## config.mk

```make
export PLATFORM = sky130hd
export DESIGN_NAME = mem_bus_sequencer
export DESIGN_NICKNAME = d
export VERILOG_FILES = /design/src/verilog/bus_seq_pkg.sv /design/src/verilog/seq_addr_step.sv /design/src/verilog/mem_bus_sequencer.sv
export SDC_FILE = /design/constraint.sdc
export NUM_CORES = 1
export LEC_CHECK = 0
export BUFFER_PORTS_ARGS = -buffer_cell sky130_fd_sc_hd__buf_2
export CAP_MARGIN = 40
export CORE_ASPECT_RATIO = 0.5
export CORE_UTILIZATION = 44
export CTS_CLUSTER_SIZE = 25
export DETAILED_ROUTE_END_ITERATION = 12
export GPL_ROUTABILITY_DRIVEN = 0
export PLACE_DENSITY = 0.79
export RECOVER_POWER = 50
export SLEW_MARGIN = 30
export SYNTH_ARGS = -nofsm -noshare
export SYNTH_HDL_FRONTEND = slang
export SYNTH_SLANG_ARGS = --single-unit
```

## constraint.sdc

```tcl
create_clock -name clock_in -period 3.6 [get_ports clock_in]
set_input_delay 0.9 -clock clock_in [delete_from_list [all_inputs] [get_ports clock_in]]
set_output_delay 0.9 -clock clock_in [all_outputs]
set_load 0.02 [all_outputs]
```

## src/verilog/bus_seq_pkg.sv

```systemverilog
/*
  Package for the memory bus access sequencer: request kinds, pin levels,
  burst and page-run constants shared by the sequencer and its address unit.
  Assumes a single 250 MHz clock standing for the memory bus clock.
*/
package bus_seq_pkg;

  // ***************************************************************
  // request kinds
  // ***************************************************************
  typedef enum logic [2:0] {
    REQ_UNCACHED_READ,
    REQ_UNBUFFERED_WRITE,
    REQ_BUFFERED_WRITE,
    REQ_LINEFETCH,
    REQ_XLATE_L1,
    REQ_XLATE_L2,
    REQ_SWAP
  } req_kind_type;

  // ***************************************************************
  // pin levels and sizes
  // ***************************************************************
  localparam logic       CYCLE_IDLE       = 1'b1;
  localparam logic       CYCLE_MEMORY     = 1'b0;
  localparam logic       DIR_WRITE        = 1'b1;
  localparam logic       DIR_READ         = 1'b0;
  localparam logic       WIDTH_WORD       = 1'b1;
  localparam logic       WIDTH_BYTE       = 1'b0;
  localparam int         ADDR_W           = 32;
  localparam int         LEN_W            = 5;
  localparam logic [LEN_W-1:0] LINE_WORDS = 5'h04;
  localparam logic [LEN_W-1:0] ONE_WORD   = 5'h01;
  localparam logic [ADDR_W-1:0] WORD_STEP = 32'h0000_0004;
  localparam int         PAGE_RUN_LSB     = 2;
  localparam int         PAGE_RUN_BITS    = 8;
  localparam int         QUAD_LSB         = 4;
  localparam logic [ADDR_W-1:0] ADDR_RESET = 32'h0000_0000;

endpackage

```

## src/verilog/seq_addr_step.sv

```systemverilog
/*
  Address step and sequential classifier for the bus sequencer.
  Assumes the caller holds the previous access direction, width and address.
*/
`timescale 1ns/1ps
`default_nettype none
module seq_addr_step (
  input  wire logic [bus_seq_pkg::ADDR_W-1:0] prev_addr_in,
  input  wire logic                           prev_valid_in,
  input  wire logic                           prev_write_in,
  input  wire logic                           prev_word_in,
  input  wire logic [bus_seq_pkg::ADDR_W-1:0] next_addr_in,
  input  wire logic                           next_write_in,
  input  wire logic                           next_word_in,
  output logic      [bus_seq_pkg::ADDR_W-1:0] step_addr_out,
  output logic                                sequential_out
);
  import bus_seq_pkg::*;

  // ***************************************************************
  // classification
  // ***************************************************************
  wire logic same_type;
  wire logic consecutive;
  wire logic page_start;

  assign step_addr_out = prev_addr_in + WORD_STEP;
  // sequential needs same direction/width and exactly one word higher
  assign same_type   = (prev_write_in == next_write_in) && (prev_word_in == next_word_in);
  assign consecutive = (next_addr_in == step_addr_out);
  // a run is broken on each 256-word boundary so the mmu can recheck
  assign page_start  = (next_addr_in[PAGE_RUN_LSB +: PAGE_RUN_BITS] == '0);
  assign sequential_out = prev_valid_in && same_type && consecutive && !page_start;
endmodule
`default_nettype wire

```

## src/verilog/mem_bus_sequencer.sv

```systemverilog
/*
  Memory bus access sequencer: turns one internal request at a time into
  idle and memory cycles with pipelined cycle-type, direction, width,
  address and lock outputs.
  Assumes the requester holds request fields stable while req_valid_in is high
  and the wait input is already synchronous to clock_in.
*/
`timescale 1ns/1ps
`default_nettype none
module mem_bus_sequencer (
  input  wire logic                             clock_in,
  input  wire logic                             rst_in,
  input  wire logic                             req_valid_in,
  input  wire bus_seq_pkg::req_kind_type        req_kind_in,
  input  wire logic [bus_seq_pkg::ADDR_W-1:0]   req_addr_in,
  input  wire logic                             req_word_in,
  input  wire logic [bus_seq_pkg::LEN_W-1:0]    req_len_in,
  input  wire logic                             req_page_mapped_in,
  input  wire logic [bus_seq_pkg::ADDR_W-1:0]   req_l2_addr_in,
  input  wire logic                             swap_follows_in,
  input  wire logic                             wait_stretch_low_in,
  output logic                                  req_ready_out,
  output logic                                  memory_cycle_request_low_out,
  output logic                                  write_select_out,
  output logic                                  word_width_select_out,
  output logic      [bus_seq_pkg::ADDR_W-1:0]   addr_out,
  output logic                                  lock_out,
  output logic                                  data_phase_out,
  output logic                                  done_out
);
  import bus_seq_pkg::*;

  typedef enum logic [2:0] {
    ST_IDLE, ST_START, ST_RUN, ST_END, ST_SWAP_GAP
  } state_type;

  // ***************************************************************
  // state
  // ***************************************************************
  state_type         state_q, state_d;
  logic [ADDR_W-1:0] addr_q, addr_d;
  logic              write_q, write_d;
  logic              word_q, word_d;
  logic              mreq_n_q, mreq_n_d;
  logic              lock_q, lock_d;
  logic              data_q, data_d;
  logic              done_q, done_d;
  logic              valid_q, valid_d;
  logic [LEN_W-1:0]  left_q, left_d;
  logic              swap_wr_q, swap_wr_d;   // swap write phase still owed
  logic              l2_owed_q, l2_owed_d;   // level 2 fetch still owed
  logic [ADDR_W-1:0] l2_addr_q, l2_addr_d;

  // ***************************************************************
  // request decode
  // ***************************************************************
  wire logic              advance;
  wire logic              kind_write;
  wire logic              kind_word;
  wire logic [ADDR_W-1:0] start_addr;
  wire logic [LEN_W-1:0]  start_len;
  wire logic              is_swap;
  wire logic [ADDR_W-1:0] step_addr;
  wire logic              next_seq;

  // a held wait freezes every output for whole cycles
  assign advance = wait_stretch_low_in;
  assign is_swap = (req_kind_in == REQ_SWAP);
  // buffered and unbuffered writes take the same path: no trace of which
  assign kind_write = (req_kind_in == REQ_UNBUFFERED_WRITE) ||
                      (req_kind_in == REQ_BUFFERED_WRITE);
  // linefetch and translation fetches force word width; others follow request
  assign kind_word = (req_kind_in == REQ_LINEFETCH) || (req_kind_in == REQ_XLATE_L1) ||
                     (req_kind_in == REQ_XLATE_L2) || req_word_in;
  assign start_addr = (req_kind_in == REQ_LINEFETCH) ?
                      {req_addr_in[ADDR_W-1:QUAD_LSB], {QUAD_LSB{1'b0}}} :
                      req_addr_in;
  assign start_len = (req_kind_in == REQ_LINEFETCH) ? LINE_WORDS :
                     (req_kind_in == REQ_XLATE_L1 || req_kind_in == REQ_XLATE_L2 ||
                      is_swap || req_len_in == '0) ? ONE_WORD : req_len_in;

  seq_addr_step u_step (
    .prev_addr_in   (addr_q),
    .prev_valid_in  (valid_q),
    .prev_write_in  (write_q),
    .prev_word_in   (word_q),
    .next_addr_in   (addr_q + WORD_STEP),
    .next_write_in  (write_q),
    .next_word_in   (word_q),
    .step_addr_out  (step_addr),
    .sequential_out (next_seq)
  );

  assign req_ready_out                = (state_q == ST_IDLE) && !l2_owed_q;
  assign memory_cycle_request_low_out = mreq_n_q;
  assign write_select_out             = write_q;
  assign word_width_select_out        = word_q;
  assign addr_out                     = addr_q;
  assign lock_out                     = lock_q;
  assign data_phase_out               = data_q;
  assign done_out                     = done_q;

  // ***************************************************************
  // sequencing: outputs name the following cycle, one cycle ahead
  // ***************************************************************
  always_comb begin
    state_d   = state_q;
    addr_d    = addr_q;     // idle keeps address and direction
    write_d   = write_q;
    word_d    = word_q;
    mreq_n_d  = mreq_n_q;
    lock_d    = lock_q;
    data_d    = 1'b0;
    done_d    = 1'b0;
    valid_d   = valid_q;
    left_d    = left_q;
    swap_wr_d = swap_wr_q;
    l2_owed_d = l2_owed_q;
    l2_addr_d = l2_addr_q;
    unique case (state_q)
      ST_IDLE: begin
        mreq_n_d = CYCLE_IDLE;
        if (l2_owed_q) begin
          // level 2 walk follows its level 1 fetch as a fresh word read
          addr_d    = l2_addr_q;
          write_d   = DIR_READ;
          word_d    = WIDTH_WORD;
          left_d    = ONE_WORD;
          l2_owed_d = 1'b0;
          state_d   = ST_START;
        end else if (req_valid_in) begin
          // every request opens non-sequentially: an idle with address out
          addr_d    = start_addr;
          write_d   = is_swap ? DIR_READ : kind_write;
          word_d    = kind_word;
          left_d    = start_len;
          lock_d    = is_swap;
          swap_wr_d = is_swap;
          l2_owed_d = (req_kind_in == REQ_XLATE_L1) && req_page_mapped_in;
          l2_addr_d = req_l2_addr_in;
          state_d   = ST_START;
        end
      end
      ST_START: begin
        mreq_n_d = CYCLE_MEMORY;
        valid_d  = 1'b1;
        state_d  = ST_RUN;
      end
      ST_RUN: begin
        data_d = 1'b1;
        left_d = left_q - ONE_WORD;
        if (left_q > ONE_WORD) begin
          addr_d = step_addr;
          if (next_seq) begin
            mreq_n_d = CYCLE_MEMORY;
          end else begin
            // boundary word reopens with an idle cycle, then resumes
            mreq_n_d = CYCLE_IDLE;
            state_d  = ST_START;
          end
        end else begin
          mreq_n_d = CYCLE_IDLE;
          state_d  = swap_wr_q ? ST_SWAP_GAP : ST_END;
        end
      end
      ST_SWAP_GAP: begin
        // read data cycle, then the write half at the locked address
        write_d   = DIR_WRITE;
        left_d    = ONE_WORD;
        swap_wr_d = 1'b0;
        mreq_n_d  = CYCLE_IDLE;
        state_d   = ST_START;
      end
      ST_END: begin
        // lock ends with the write unless another swap is lined up
        lock_d  = lock_q && swap_follows_in;
        done_d  = 1'b1;
        state_d = ST_IDLE;
      end
      default: state_d = ST_IDLE;
    endcase
  end

  // ***************************************************************
  // registers
  // ***************************************************************
  always_ff @(posedge clock_in or posedge rst_in) begin
    if (rst_in) begin
      state_q   <= ST_IDLE;
      addr_q    <= ADDR_RESET;
      write_q   <= DIR_READ;
      word_q    <= WIDTH_WORD;
      mreq_n_q  <= CYCLE_IDLE;
      lock_q    <= 1'b0;
      data_q    <= 1'b0;
      done_q    <= 1'b0;
      valid_q   <= 1'b0;
      left_q    <= '0;
      swap_wr_q <= 1'b0;
      l2_owed_q <= 1'b0;
      l2_addr_q <= ADDR_RESET;
    end else if (advance) begin
      state_q   <= state_d;
      addr_q    <= addr_d;
      write_q   <= write_d;
      word_q    <= word_d;
      mreq_n_q  <= mreq_n_d;
      lock_q    <= lock_d;
      data_q    <= data_d;
      done_q    <= done_d;
      valid_q   <= valid_d;
      left_q    <= left_d;
      swap_wr_q <= swap_wr_d;
      l2_owed_q <= l2_owed_d;
      l2_addr_q <= l2_addr_d;
    end
  end
endmodule
`default_nettype wire

```

# Word level (Yosys, flattened, before mapping)
# Index checks and enable logic that the tools add are counted.
# word_totals
word_cells,99
register_bits,81
in_bits,79
output_inout_bits,39
# op_classes
mux,33
eq_ne,15
n_reduce_logical,34
add_sub_neg,2
bitwise,1
magnitude_cmp,1
# op_table
op,count
$mux 32,3
$pmux 32 s2,1
$add 32x3->32 const B,1
$mux 5,4
$reduce_and 4->1,4
$mux 3,5
$pmux 5 s3,1
$mux 1,13
$eq 3x2->1 const B,4
$eq 3x3->1 const B,4
$pmux 3 s4,1
$reduce_and 3->1,4
$logic_not 8->1,1
$reduce_bool 2->1,4
$logic_or 1x1->1,7
$eq 3x1->1 const B,2
$ne 2x2->1 const B,3
$ne 3x3->1 const B,2
$pmux 1 s2,3
$reduce_and 2->1,3
$reduce_bool 3->1,2
$gt 5x1->1 const B,1
$logic_not 5->1,1
$sub 5x1->5 const B,1
other kinds (7),11

# Logic depth before layout (Yosys ltp)
# Gate-level depths: netlist (run 1).
# logic_depth
ltp_word,9
ltp_mapped,9
mapped_depth_nobuf,7

# Modules after synthesis
# A second synthesis (run 1) with hierarchy kept.
# unflattened
hier_cells,685
hier_area_um2,6298.5
# by_module_without_submodules
mod,instances,seq_area_each_um2,area_each_um2,cells_each
mem_bus_sequencer,1,2029.4,4815.9,480
seq_addr_step,1,0.0,1482.7,205

# Worst setup path before layout (run 1)
# OpenSTA, ideal clock, no wires.
# synth_timing
path_type,flip-flop to output port
from,reg l2_owed_q
to,out req_ready_out
path_stages_with_launch,5
t_required_ps,2700
path_buffers,3
arrival_ps,1658
setup_slack_ps,1042
path_cell_list,dfrtp_1 > clkbuf_1 > buf_2 > buf_1 > nor4_1
# synth_between
elab_chain_cells,2
# synth_lines
item,line,text
start: declaration,mem_bus_sequencer.sv:51,"logic l2_owed_q, l2_owed_d;"
start signal: assignment,mem_bus_sequencer.sv:214,l2_owed_q <= l2_owed_d;
$logic_not 1->1,mem_bus_sequencer.sv:94,assign req_ready_out = (state_q == ST_IDLE) && !l2_owed_q;
$logic_and 1x1->1,mem_bus_sequencer.sv:94,
end: declaration,mem_bus_sequencer.sv:22,"output logic req_ready_out,"
# No other way between the ends.

# Final worst setup path (run 1)
# layout_timing
from,in wait_stretch_low_in
to,reg addr_q[13] (netlist: addr_out[13])
# layout_between
elab_chain_cells,1
# layout_lines
item,line,text
start: declaration,mem_bus_sequencer.sv:21,"input wire logic wait_stretch_low_in,"
$reduce_and 4->1 (no source line),--,
end signal: assignment,mem_bus_sequencer.sv:204,addr_q <= addr_d;
end: declaration,mem_bus_sequencer.sv:41,"logic [ADDR_W-1:0] addr_q, addr_d;"
# No other way between the ends.
# A chain may end at the register's enable or synchronous reset.

==> results.ini, run 1 <==
[sta]
setup-tns-final_ns = 0
fin_ws_ns = 0.900
maxSlewViolCount = 0
finClkSkew_ns = 0.00759
slew_headroom = 0.0459
finalHoldViolations = 0
rsz0062_at_grt = false
post-route-period-util = 0.750
clock.fmax_mhz = 370
worst_pin_slew_ns = 1.42
timing.final.crit_period_ns = 2.70
setup_viol = 0

[synth]
synth_commonest_cells = dfrtp_1 (79), mux2_2 (43), nand2_1 (37), a21oi_1 (36), nor2_1 (24)
ys_warn_count = 0
ys.flop_type = dfrtp_1
synth_top_area_cell = dfrtp_1
synth-async-reset-ratio = 1.00
yosysSeqAreaShare = 0.440
synth_most_common_cell = dfrtp_1
syn_area_um2 = 4610
synth_seq_cells = 81
synthTopCellsByArea = dfrtp_1 (43%), mux2_2 (11%), mux2i_1 (4.1%)
syn_area_per_cell_um2 = 9.71
synth_top_area_share = 0.429
syn_nets = 557
synth_edf_count = 0
synth_cell_types = 63
syn_inst = 475

[power]
power_density_nw_per_um2 = 878
swShare = 0.407
p_int_mw = 2.94
switching_power_mw = 2.01
power_mw = 4.95
p_comb_frac = 0.418
leakagePower_nw = 2.43
seqPwrFrac = 0.359
pwr-share-clk = 0.224
ir_worst_vdd_v = 0.000326

[cts]
htree_levels = 3
tritoncts = yes
clkTransAtPathRegs_ns = 0.06
cts_setup_buffers = 0
postCtsHoldBufs = 0
clock_latency_ns = 0.34
cts_buffer_depth = 2
cts_buffers = 9
post_cts_resized = 0
cts_root_buffer = clkbuf_16
numClockSinks = 81

[placed_design]
pre_cts_ws_ns = 0.795
dp_cells = 700
numPortBuffers = 117
dpl_cell_area_um2 = 5290
dp_hpwl_mm = 8.75

[die]
die_area_um2 = 10900
initial_core_util = 0.471
io_pins = 118
die_h_um = 74.4
core-area_um2 = 9790
rows = 25
fp.dieW_um = 147

[detailed_routing]
post-route-drc-count = 0
routed_wl_mm = 12.5
routedWlPerCell_um = 17.4
dr.first_iter.drc_count = 289
drt-pass1-iter-count = 6
dr_total_vias = 4223
via_per_inst = 5.87
ant_nets = 0

[global_routing]
grt_start_max_net_pins = 45
grt_pass1_vias = 4118
antenna_found_initial = 0
grt_overflow = 0
track_usage = 0.244
grt_pass1_wl_mm = 20.7

[hold_path]
hold_class = reg -> reg

[finish]
stdcell_area_um2 = 5630
area_delta_synth_final_pct = 22.2
drive_above_1_share = 0.312
n_fill_cell = 852
diodes = 0
instances_no_fill = 719
nets = 661

[worst_setup_path]
crit_path_end_kind = flop
crit_path_start_kind = primary input
cp_data_arrival_time_ns = 2.97
crit_type = in -> reg
required_ns = 3.87
cp_max_fo = 17

[outcome]
status = finished clean

[run]
drv_cap = 0

[metrics by stage]
stage               utilization  hold WS [ns]
floorplan                     -         0.433
global placement          0.541         0.455
detailed placement        0.541         0.452
CTS                       0.578         0.474
global route              0.575         0.500
finish                    0.575         0.469
[power groups by stage]
stage          registers [mW]  clock network, mW  logic, mW
2_1_floorplan            1.89                  0       1.33
3_3_place_gp             1.75                  0       2.01
3_5_place_dp             1.77                  0       2.07
4_1_cts                  1.76               1.12       2.08
5_1_grt                  1.84               1.16       2.28
6_report                 1.77               1.11       2.07
[registers in the layout, indices dropped and copies added, names as in the netlist]
name / flops
word_width_select_out: 1
valid_q: 1
done_out: 1
l2_addr_q: 32
data_phase_out: 1
lock_out: 1
addr_out: 32
state_q: 3
write_select_out: 1
swap_wr_q: 1
memory_cycle_request_low_out: 1
left_q: 5
l2_owed_q: 1
[cell families after synthesis]
group	share of synthesized area
muxes	0.146
and+or+nand+nor	0.167
DFF	0.440
xor gates and xnor gates	0.00380
AOI/OAI and AO/OA	0.191
buffers and inverters	0.0434
adders and majority gates	0.00814
[path summary, 6_finish.rpt]
path                                startpoint               end  slack, ns  cells past startpoint
min in group asynchronous               rst_in      l2_addr_q[5]       0.87                      2
min                                    valid_q           valid_q       0.47                      1
max                        wait_stretch_low_in      addr_out[13]       0.90                      7
min reg2reg                            valid_q           valid_q       0.47                      1
max in group asynchronous               rst_in  write_select_out       1.14                      3
max reg2reg                         state_q[2]      addr_out[13]       1.18                      6
[final cells by class]
| class | instances | area (um^2) | area share |
|---|---|---|---|
| multi-input cells | 346 | 2380 | 0.423 |
| flip-flops and latches | 81 | 2030 | 0.360 |
| inverters | 13 | 50.0 | 0.00888 |
| well taps | 135 | 169 | 0.0300 |
| clock buffers | 12 | 267 | 0.0473 |
| repair buffers | 128 | 639 | 0.113 |
| clock inverters | 4 | 97.6 | 0.0173 |
[cells in the final DEF, fill, tap and decap left out, drive strengths merged, types with 7 or more instances in the layout]
cell	instances
buf	109
dfrtp	79
mux2	43
nand2	37
a21oi	36
clkbuf	31
o21ai	28
nor2	25
nand3	21
mux2i	19
inv	12
nor3	10
and3	9
nor2b	8
o22ai	8
nand4	7
a22oi	7
a2bb2oi	7
o22a	7
[worst max-delay path, stage by stage]
cell and delay, ns:
clkbuf_1 0.33, nor3b_1 0.42, nand2_1 0.19, nor2_2 0.55
buf_4 0.34, a21oi_1 0.09, a21oi_1 0.12
[routing by layer]
layer	wire length (um)	GRT usage
met2	6080	0.426
met1	5550	0.306
met3	672	0.0515
met4	186	0.0903
met5	0	0
(Power assumes the default switching activity.)
==> run 2, diff against run 1 <==
--- a/config.mk
+++ b/config.mk
@@ -5,6 +5,7 @@
 export SDC_FILE = /design/constraint.sdc
 export NUM_CORES = 1
 export LEC_CHECK = 0
+export ABC_AREA = 1
 export BUFFER_PORTS_ARGS = -buffer_cell sky130_fd_sc_hd__buf_2
 export CAP_MARGIN = 40
 export CORE_ASPECT_RATIO = 0.5
==> constraint.sdc (replaced) <==
create_clock -name clock_in -period 2.5 [get_ports clock_in]
set_input_delay 0.625 -clock clock_in [delete_from_list [all_inputs] [get_ports clock_in]]
set_output_delay 0.625 -clock clock_in [all_outputs]
set_load 0.02 [all_outputs]
==> results.ini, run 2 <==
[die]
initial_core_util = 0.467
rows = 26
fp.dieW_um = 151
core-area_um2 = 10500
die_h_um = 76.7
io_pins = 118
die_area_um2 = 11600

[synth]
synth_top_area_share = 0.403
ys_warn_count = 0
synth_seq_cells = 81
synth_cell_types = 38
syn_area_um2 = 4910
synthTopCellsByArea = dfrtp_1 (40%), nand2_1 (18%), nor2_1 (6.4%)
synth_edf_count = 0
synth_top_area_cell = dfrtp_1
synth_most_common_cell = nand2_1
yosysSeqAreaShare = 0.413
ys.flop_type = dfrtp_1
syn_inst = 716
synth-async-reset-ratio = 1.00
syn_area_per_cell_um2 = 6.86
synth_commonest_cells = nand2_1 (231), nor2_1 (84), dfrtp_1 (79), inv_1 (66), a21oi_1 (59)
syn_nets = 798

[finish]
stdcell_area_um2 = 5940
diodes = 0
multi_input_area_um2 = 2480
final_common_cell = nand2_1
n_fill_cell = 1013
final_core_util = 0.565
area_delta_synth_final_pct = 20.9
drive_above_1_share = 0.180
final_cell_mix = nand2_1 (231), buf_2 (101), nor2_1 (84)
seqCellArea_um2 = 2030
nets = 909

[power]
power_mw = 7.26
leakagePower_nw = 2.98
p_comb_frac = 0.442
power_density_nw_per_um2 = 1220
p_int_mw = 3.94
pwr-share-clk = 0.212
ir_worst_vdd_v = 0.000585
switching_power_mw = 3.32
swShare = 0.458
seqPwrFrac = 0.345

[cts]
cts_setup_buffers = 0
htree_levels = 3
post_cts_resized = 0
postCtsHoldBufs = 0
clkTransAtPathRegs_ns = 0.06
tritoncts = yes
cts_buffers = 9
clock_latency_ns = 0.34
cts_root_buffer = clkbuf_16
numClockSinks = 81
cts_buffer_depth = 2

[sta]
setup_viol = 0
rsz0062_at_grt = false
slew_headroom = 0.244
finalHoldViolations = 0
setup-tns-final_ns = 0
maxSlewViolCount = 0
worst_pin_slew_ns = 1.13
clock.fmax_mhz = 458
post-route-period-util = 0.874
timing.final.crit_period_ns = 2.18
finClkSkew_ns = 0.00499

[detailed_routing]
routed_wl_mm = 14.3
post-route-drc-count = 0
routedWlPerCell_um = 14.7
drt-pass1-iter-count = 5
dr_total_vias = 5182
via_per_inst = 5.33
ant_nets = 0
dr.first_iter.drc_count = 429

[placed_design]
dpl_cell_area_um2 = 5620
dp_hpwl_mm = 10.6
numPortBuffers = 117

[global_routing]
antenna_found_initial = 0
grt_pass1_vias = 4949
grt_start_max_net_pins = 82
grt_overflow = 0
grt_pass1_wl_mm = 24.0
track_usage = 0.262

[worst_setup_path]
crit_type = reg -> out
crit_path_start_kind = flop
crit_path_end_kind = primary output
cp_max_fo = 7
cp_data_arrival_time_ns = 1.56
required_ns = 1.88

[run]
drv_cap = 0

[hold_path]
hold_class = reg -> reg

[outcome]
status = finished clean

run 2: cell types whose count changed after synthesis, sizes merged, moves of 8 or more:
| cell | delta |
|---|---|
| nand2 | +198 |
| and3 | -9 |
| nor2 | +64 |
| inv | +61 |
| clkbuf | -15 |
| xor2 | +8 |
| mux2i | -17 |
| mux2 | -43 |
| nor2b | -8 |
| o21ai | +32 |
| nor3 | +11 |
| a21oi | +23 |
run 2: worst paths after layout:
check                           start            end  slack (ns)  depth (start not counted)
max in group asynchronous      rst_in        valid_q        1.08                          3
min reg2reg                   valid_q        valid_q        0.46                          2
max                        state_q[1]  req_ready_out        0.32                          6
min in group asynchronous      rst_in  l2_addr_q[22]        0.66                          3
max reg2reg                 l2_owed_q   l2_addr_q[9]        0.47                          6
min                           valid_q        valid_q        0.46                          2
run 2: cell type report:
class	instances	share of cell area
clock buffers	10	0.0386
inverters	74	0.0478
clock inverters	6	0.0194
repair buffers	125	0.105
multi-input cells	536	0.417
flip-flops and latches	81	0.342
well taps	140	0.0295
run 2: through the flow:
step                instances  setup WS (ns)  hold slack [ns]
global placement          956          0.390            0.444
CTS                       972          0.389            0.425
global route              972          0.236            0.482
detailed placement        956          0.361            0.447
finish                    972          0.316            0.462
floorplan                 716          0.799            0.427
run 2: kinds of logic (layout without fill, tap and decap cells):
kind of cell,count (synthesis),count (layout),share of synthesized area
buf+inv,99,215,0.0821
xor+xnor,11,11,0.0196
flops,81,81,0.413
fa+ha+maj,3,3,0.00765
compound gates,138,138,0.151
mux,2,2,0.00408
simple gates,382,382,0.323
run 2: layer usage:
metal	up-vias	routed length [um]	track usage
li1	2514	-	-
met1	2403	6580	0.374
met2	232	6360	0.399
met3	33	1120	0.0482
met4	0	262	0.0820
met5	-	0	0
run 2: worst max-delay path, cell delays in order (launching register included):
cell and delay (ns):
dfrtp_1 0.45, inv_1 0.18, nand2_4 0.11, nor2_4 0.11, inv_2 0.06, nor2_1 0.11
buf_2 0.18
run 2: power groups by stage:
stage               clock (mW)  sequential, mW  combinational, mW
finish                    1.54            2.50               3.21
global route              1.61            2.58               3.61
CTS                       1.55            2.48               3.23
detailed placement           0            2.49               3.20
global placement             0            2.48               3.12
floorplan                    0            2.70               1.99
==> run 3, diff against run 2 <==
--- a/config.mk
+++ b/config.mk
@@ -8,12 +8,12 @@
 export ABC_AREA = 1
 export BUFFER_PORTS_ARGS = -buffer_cell sky130_fd_sc_hd__buf_2
 export CAP_MARGIN = 40
-export CORE_ASPECT_RATIO = 0.5
-export CORE_UTILIZATION = 44
+export CORE_ASPECT_RATIO = 1.4
+export CORE_UTILIZATION = 54
 export CTS_CLUSTER_SIZE = 25
 export DETAILED_ROUTE_END_ITERATION = 12
 export GPL_ROUTABILITY_DRIVEN = 0
-export PLACE_DENSITY = 0.79
+export PLACE_DENSITY = 0.91
 export RECOVER_POWER = 50
 export SLEW_MARGIN = 30
 export SYNTH_ARGS = -nofsm -noshare
==> results.ini, run 3 (synthesized netlist as in run 2, its figures left out) <==
[detailed_routing]
drt-pass1-iter-count = 5
post-route-drc-count = 0
dr.first_iter.drc_count = 589
routed_wl_mm = 13.4
dr_total_vias = 5176
via_per_inst = 5.53
ant_nets = 0
routedWlPerCell_um = 14.4

[cts]
cts_setup_buffers = 0
cts_buffer_depth = 2
cts_root_buffer = clkbuf_16
clock_latency_ns = 0.34
numClockSinks = 81
cts_buffers = 9
htree_levels = 3
clkTransAtPathRegs_ns = 0.06
post_cts_resized = 0
tritoncts = yes
postCtsHoldBufs = 0

[worst_setup_path]
cp_data_arrival_time_ns = 1.63
slowest_delay_ns = 0.46
critical_path.top_delay_family = flip-flops
r2r_cells = 10
path_depth = 6
required_ns = 1.88
slowest_stage = dfrtp_1
cp_max_fo = 7
path_buf_inv = 3
crit_type = reg -> out
r2r_start = state_q[1]
reg2reg_slack_ns = 0.47
critical_path.cell_chain = inv_1 > nand2_1 > nor2_4 > inv_2 > nor2_1 > buf_2
r2r_end = l2_addr_q[3]
crit_start = state_q[1]
crit_path_start_kind = flop
crit_path_end_kind = primary output
endpoint = req_ready_out

[run]
drv_cap = 0

[global_routing]
grt_overflow = 0
grt_pass1_wl_mm = 22.1
grt_pass1_vias = 4685
track_usage = 0.309
grt_start_max_net_pins = 82
antenna_found_initial = 0

[sta]
finalHoldViolations = 0
worst_pin_slew_ns = 0.586
maxSlewViolCount = 0
slew_headroom = 0.609
rsz0062_at_grt = false
post-route-period-util = 0.901
finClkSkew_ns = 0.00456
setup_viol = 0
setup-tns-final_ns = 0
timing.final.crit_period_ns = 2.25
clock.fmax_mhz = 444

[die]
core-area_um2 = 8710
rows = 40
initial_core_util = 0.564
die_h_um = 115
fp.dieW_um = 82.6
io_pins = 118
die_area_um2 = 9480

[power]
power_mw = 7.05
ir_worst_vdd_v = 0.000585
leakagePower_nw = 2.97
power_density_nw_per_um2 = 1200

[outcome]
status = finished clean

[finish]
diodes = 0
drive_above_1_share = 0.182
final_common_cell = nand2_1
nets = 908
area_delta_synth_final_pct = 19.4
final_cell_mix = nand2_1 (232), buf_2 (103), nor2_1 (84)
n_fill_cell = 748

[placed_design]
dp_hpwl_mm = 9.44
numPortBuffers = 117

[hold_path]
hold_class = in -> async

## run 3: cell count changes in the layout (fill, tap and decap cells not counted), moves of 2 or more
cell	previous run	this run
clkbuf_1	17	14
bufinv_16	3	1
clkbuf_8	0	3
buf_2	101	103
## run 3: worst register-to-register path: cells and delay by family (launching register included)
kind,cells,cell delay [ns]
simple gates,6,0.93
buf+inv,4,0.53
flops,1,0.46
## run 3: where the power goes
group / switching [mW] / total [mW] / internal, mW
logic: 2.17 / 3.19 / 1.02
registers: 0.552 / 2.49 / 1.93
clock network: 0.528 / 1.38 / 0.853
## run 3: layer usage
layer | part of all wire | vias up | global-route usage
met5 | 0 | - | 0
met4 | 0.039 | 0 | 0.144
met3 | 0.073 | 54 | 0.0460
met2 | 0.46 | 269 | 0.470
met1 | 0.42 | 2341 | 0.432
li1 | - | 2512 | -
## run 3: how the worst min path moves through the flow
| stage | endpoint | slack (ns) |
|---|---|---|
| 6_report | left_q[0] | 0.40 |
| 4_1_cts | write_select_out | 0.42 |
| 2_1_floorplan | valid_q | 0.43 |
| 3_5_place_dp | l2_addr_q[10] | 0.45 |
| 5_1_grt | left_q[0] | 0.46 |
| 3_3_place_gp | l2_addr_q[10] | 0.45 |
## run 3: cell type report
| cell class | instances | area (um^2) | area share |
|---|---|---|---|
| multi-input cells | 536 | 2470 | 0.421 |
| clock inverters | 4 | 50.0 | 0.00854 |
| inverters | 74 | 282 | 0.0480 |
| flip-flops and latches | 81 | 2030 | 0.346 |
| clock buffers | 12 | 267 | 0.0455 |
| well taps | 105 | 131 | 0.0224 |
| repair buffers | 124 | 633 | 0.108 |
## run 3: per-stage QoR
stage	util	setup slack, ns	hold slack (ns)	cells	instance area, um^2
after global placement	0.640	0.462	0.448	920	5570
after CTS	0.676	0.434	0.418	936	5890
final	0.673	0.247	0.402	936	5860
after floorplan	-	0.799	0.427	716	4910
after global routing	0.673	0.176	0.461	936	5860
after detailed placement	0.640	0.428	0.453	920	5570
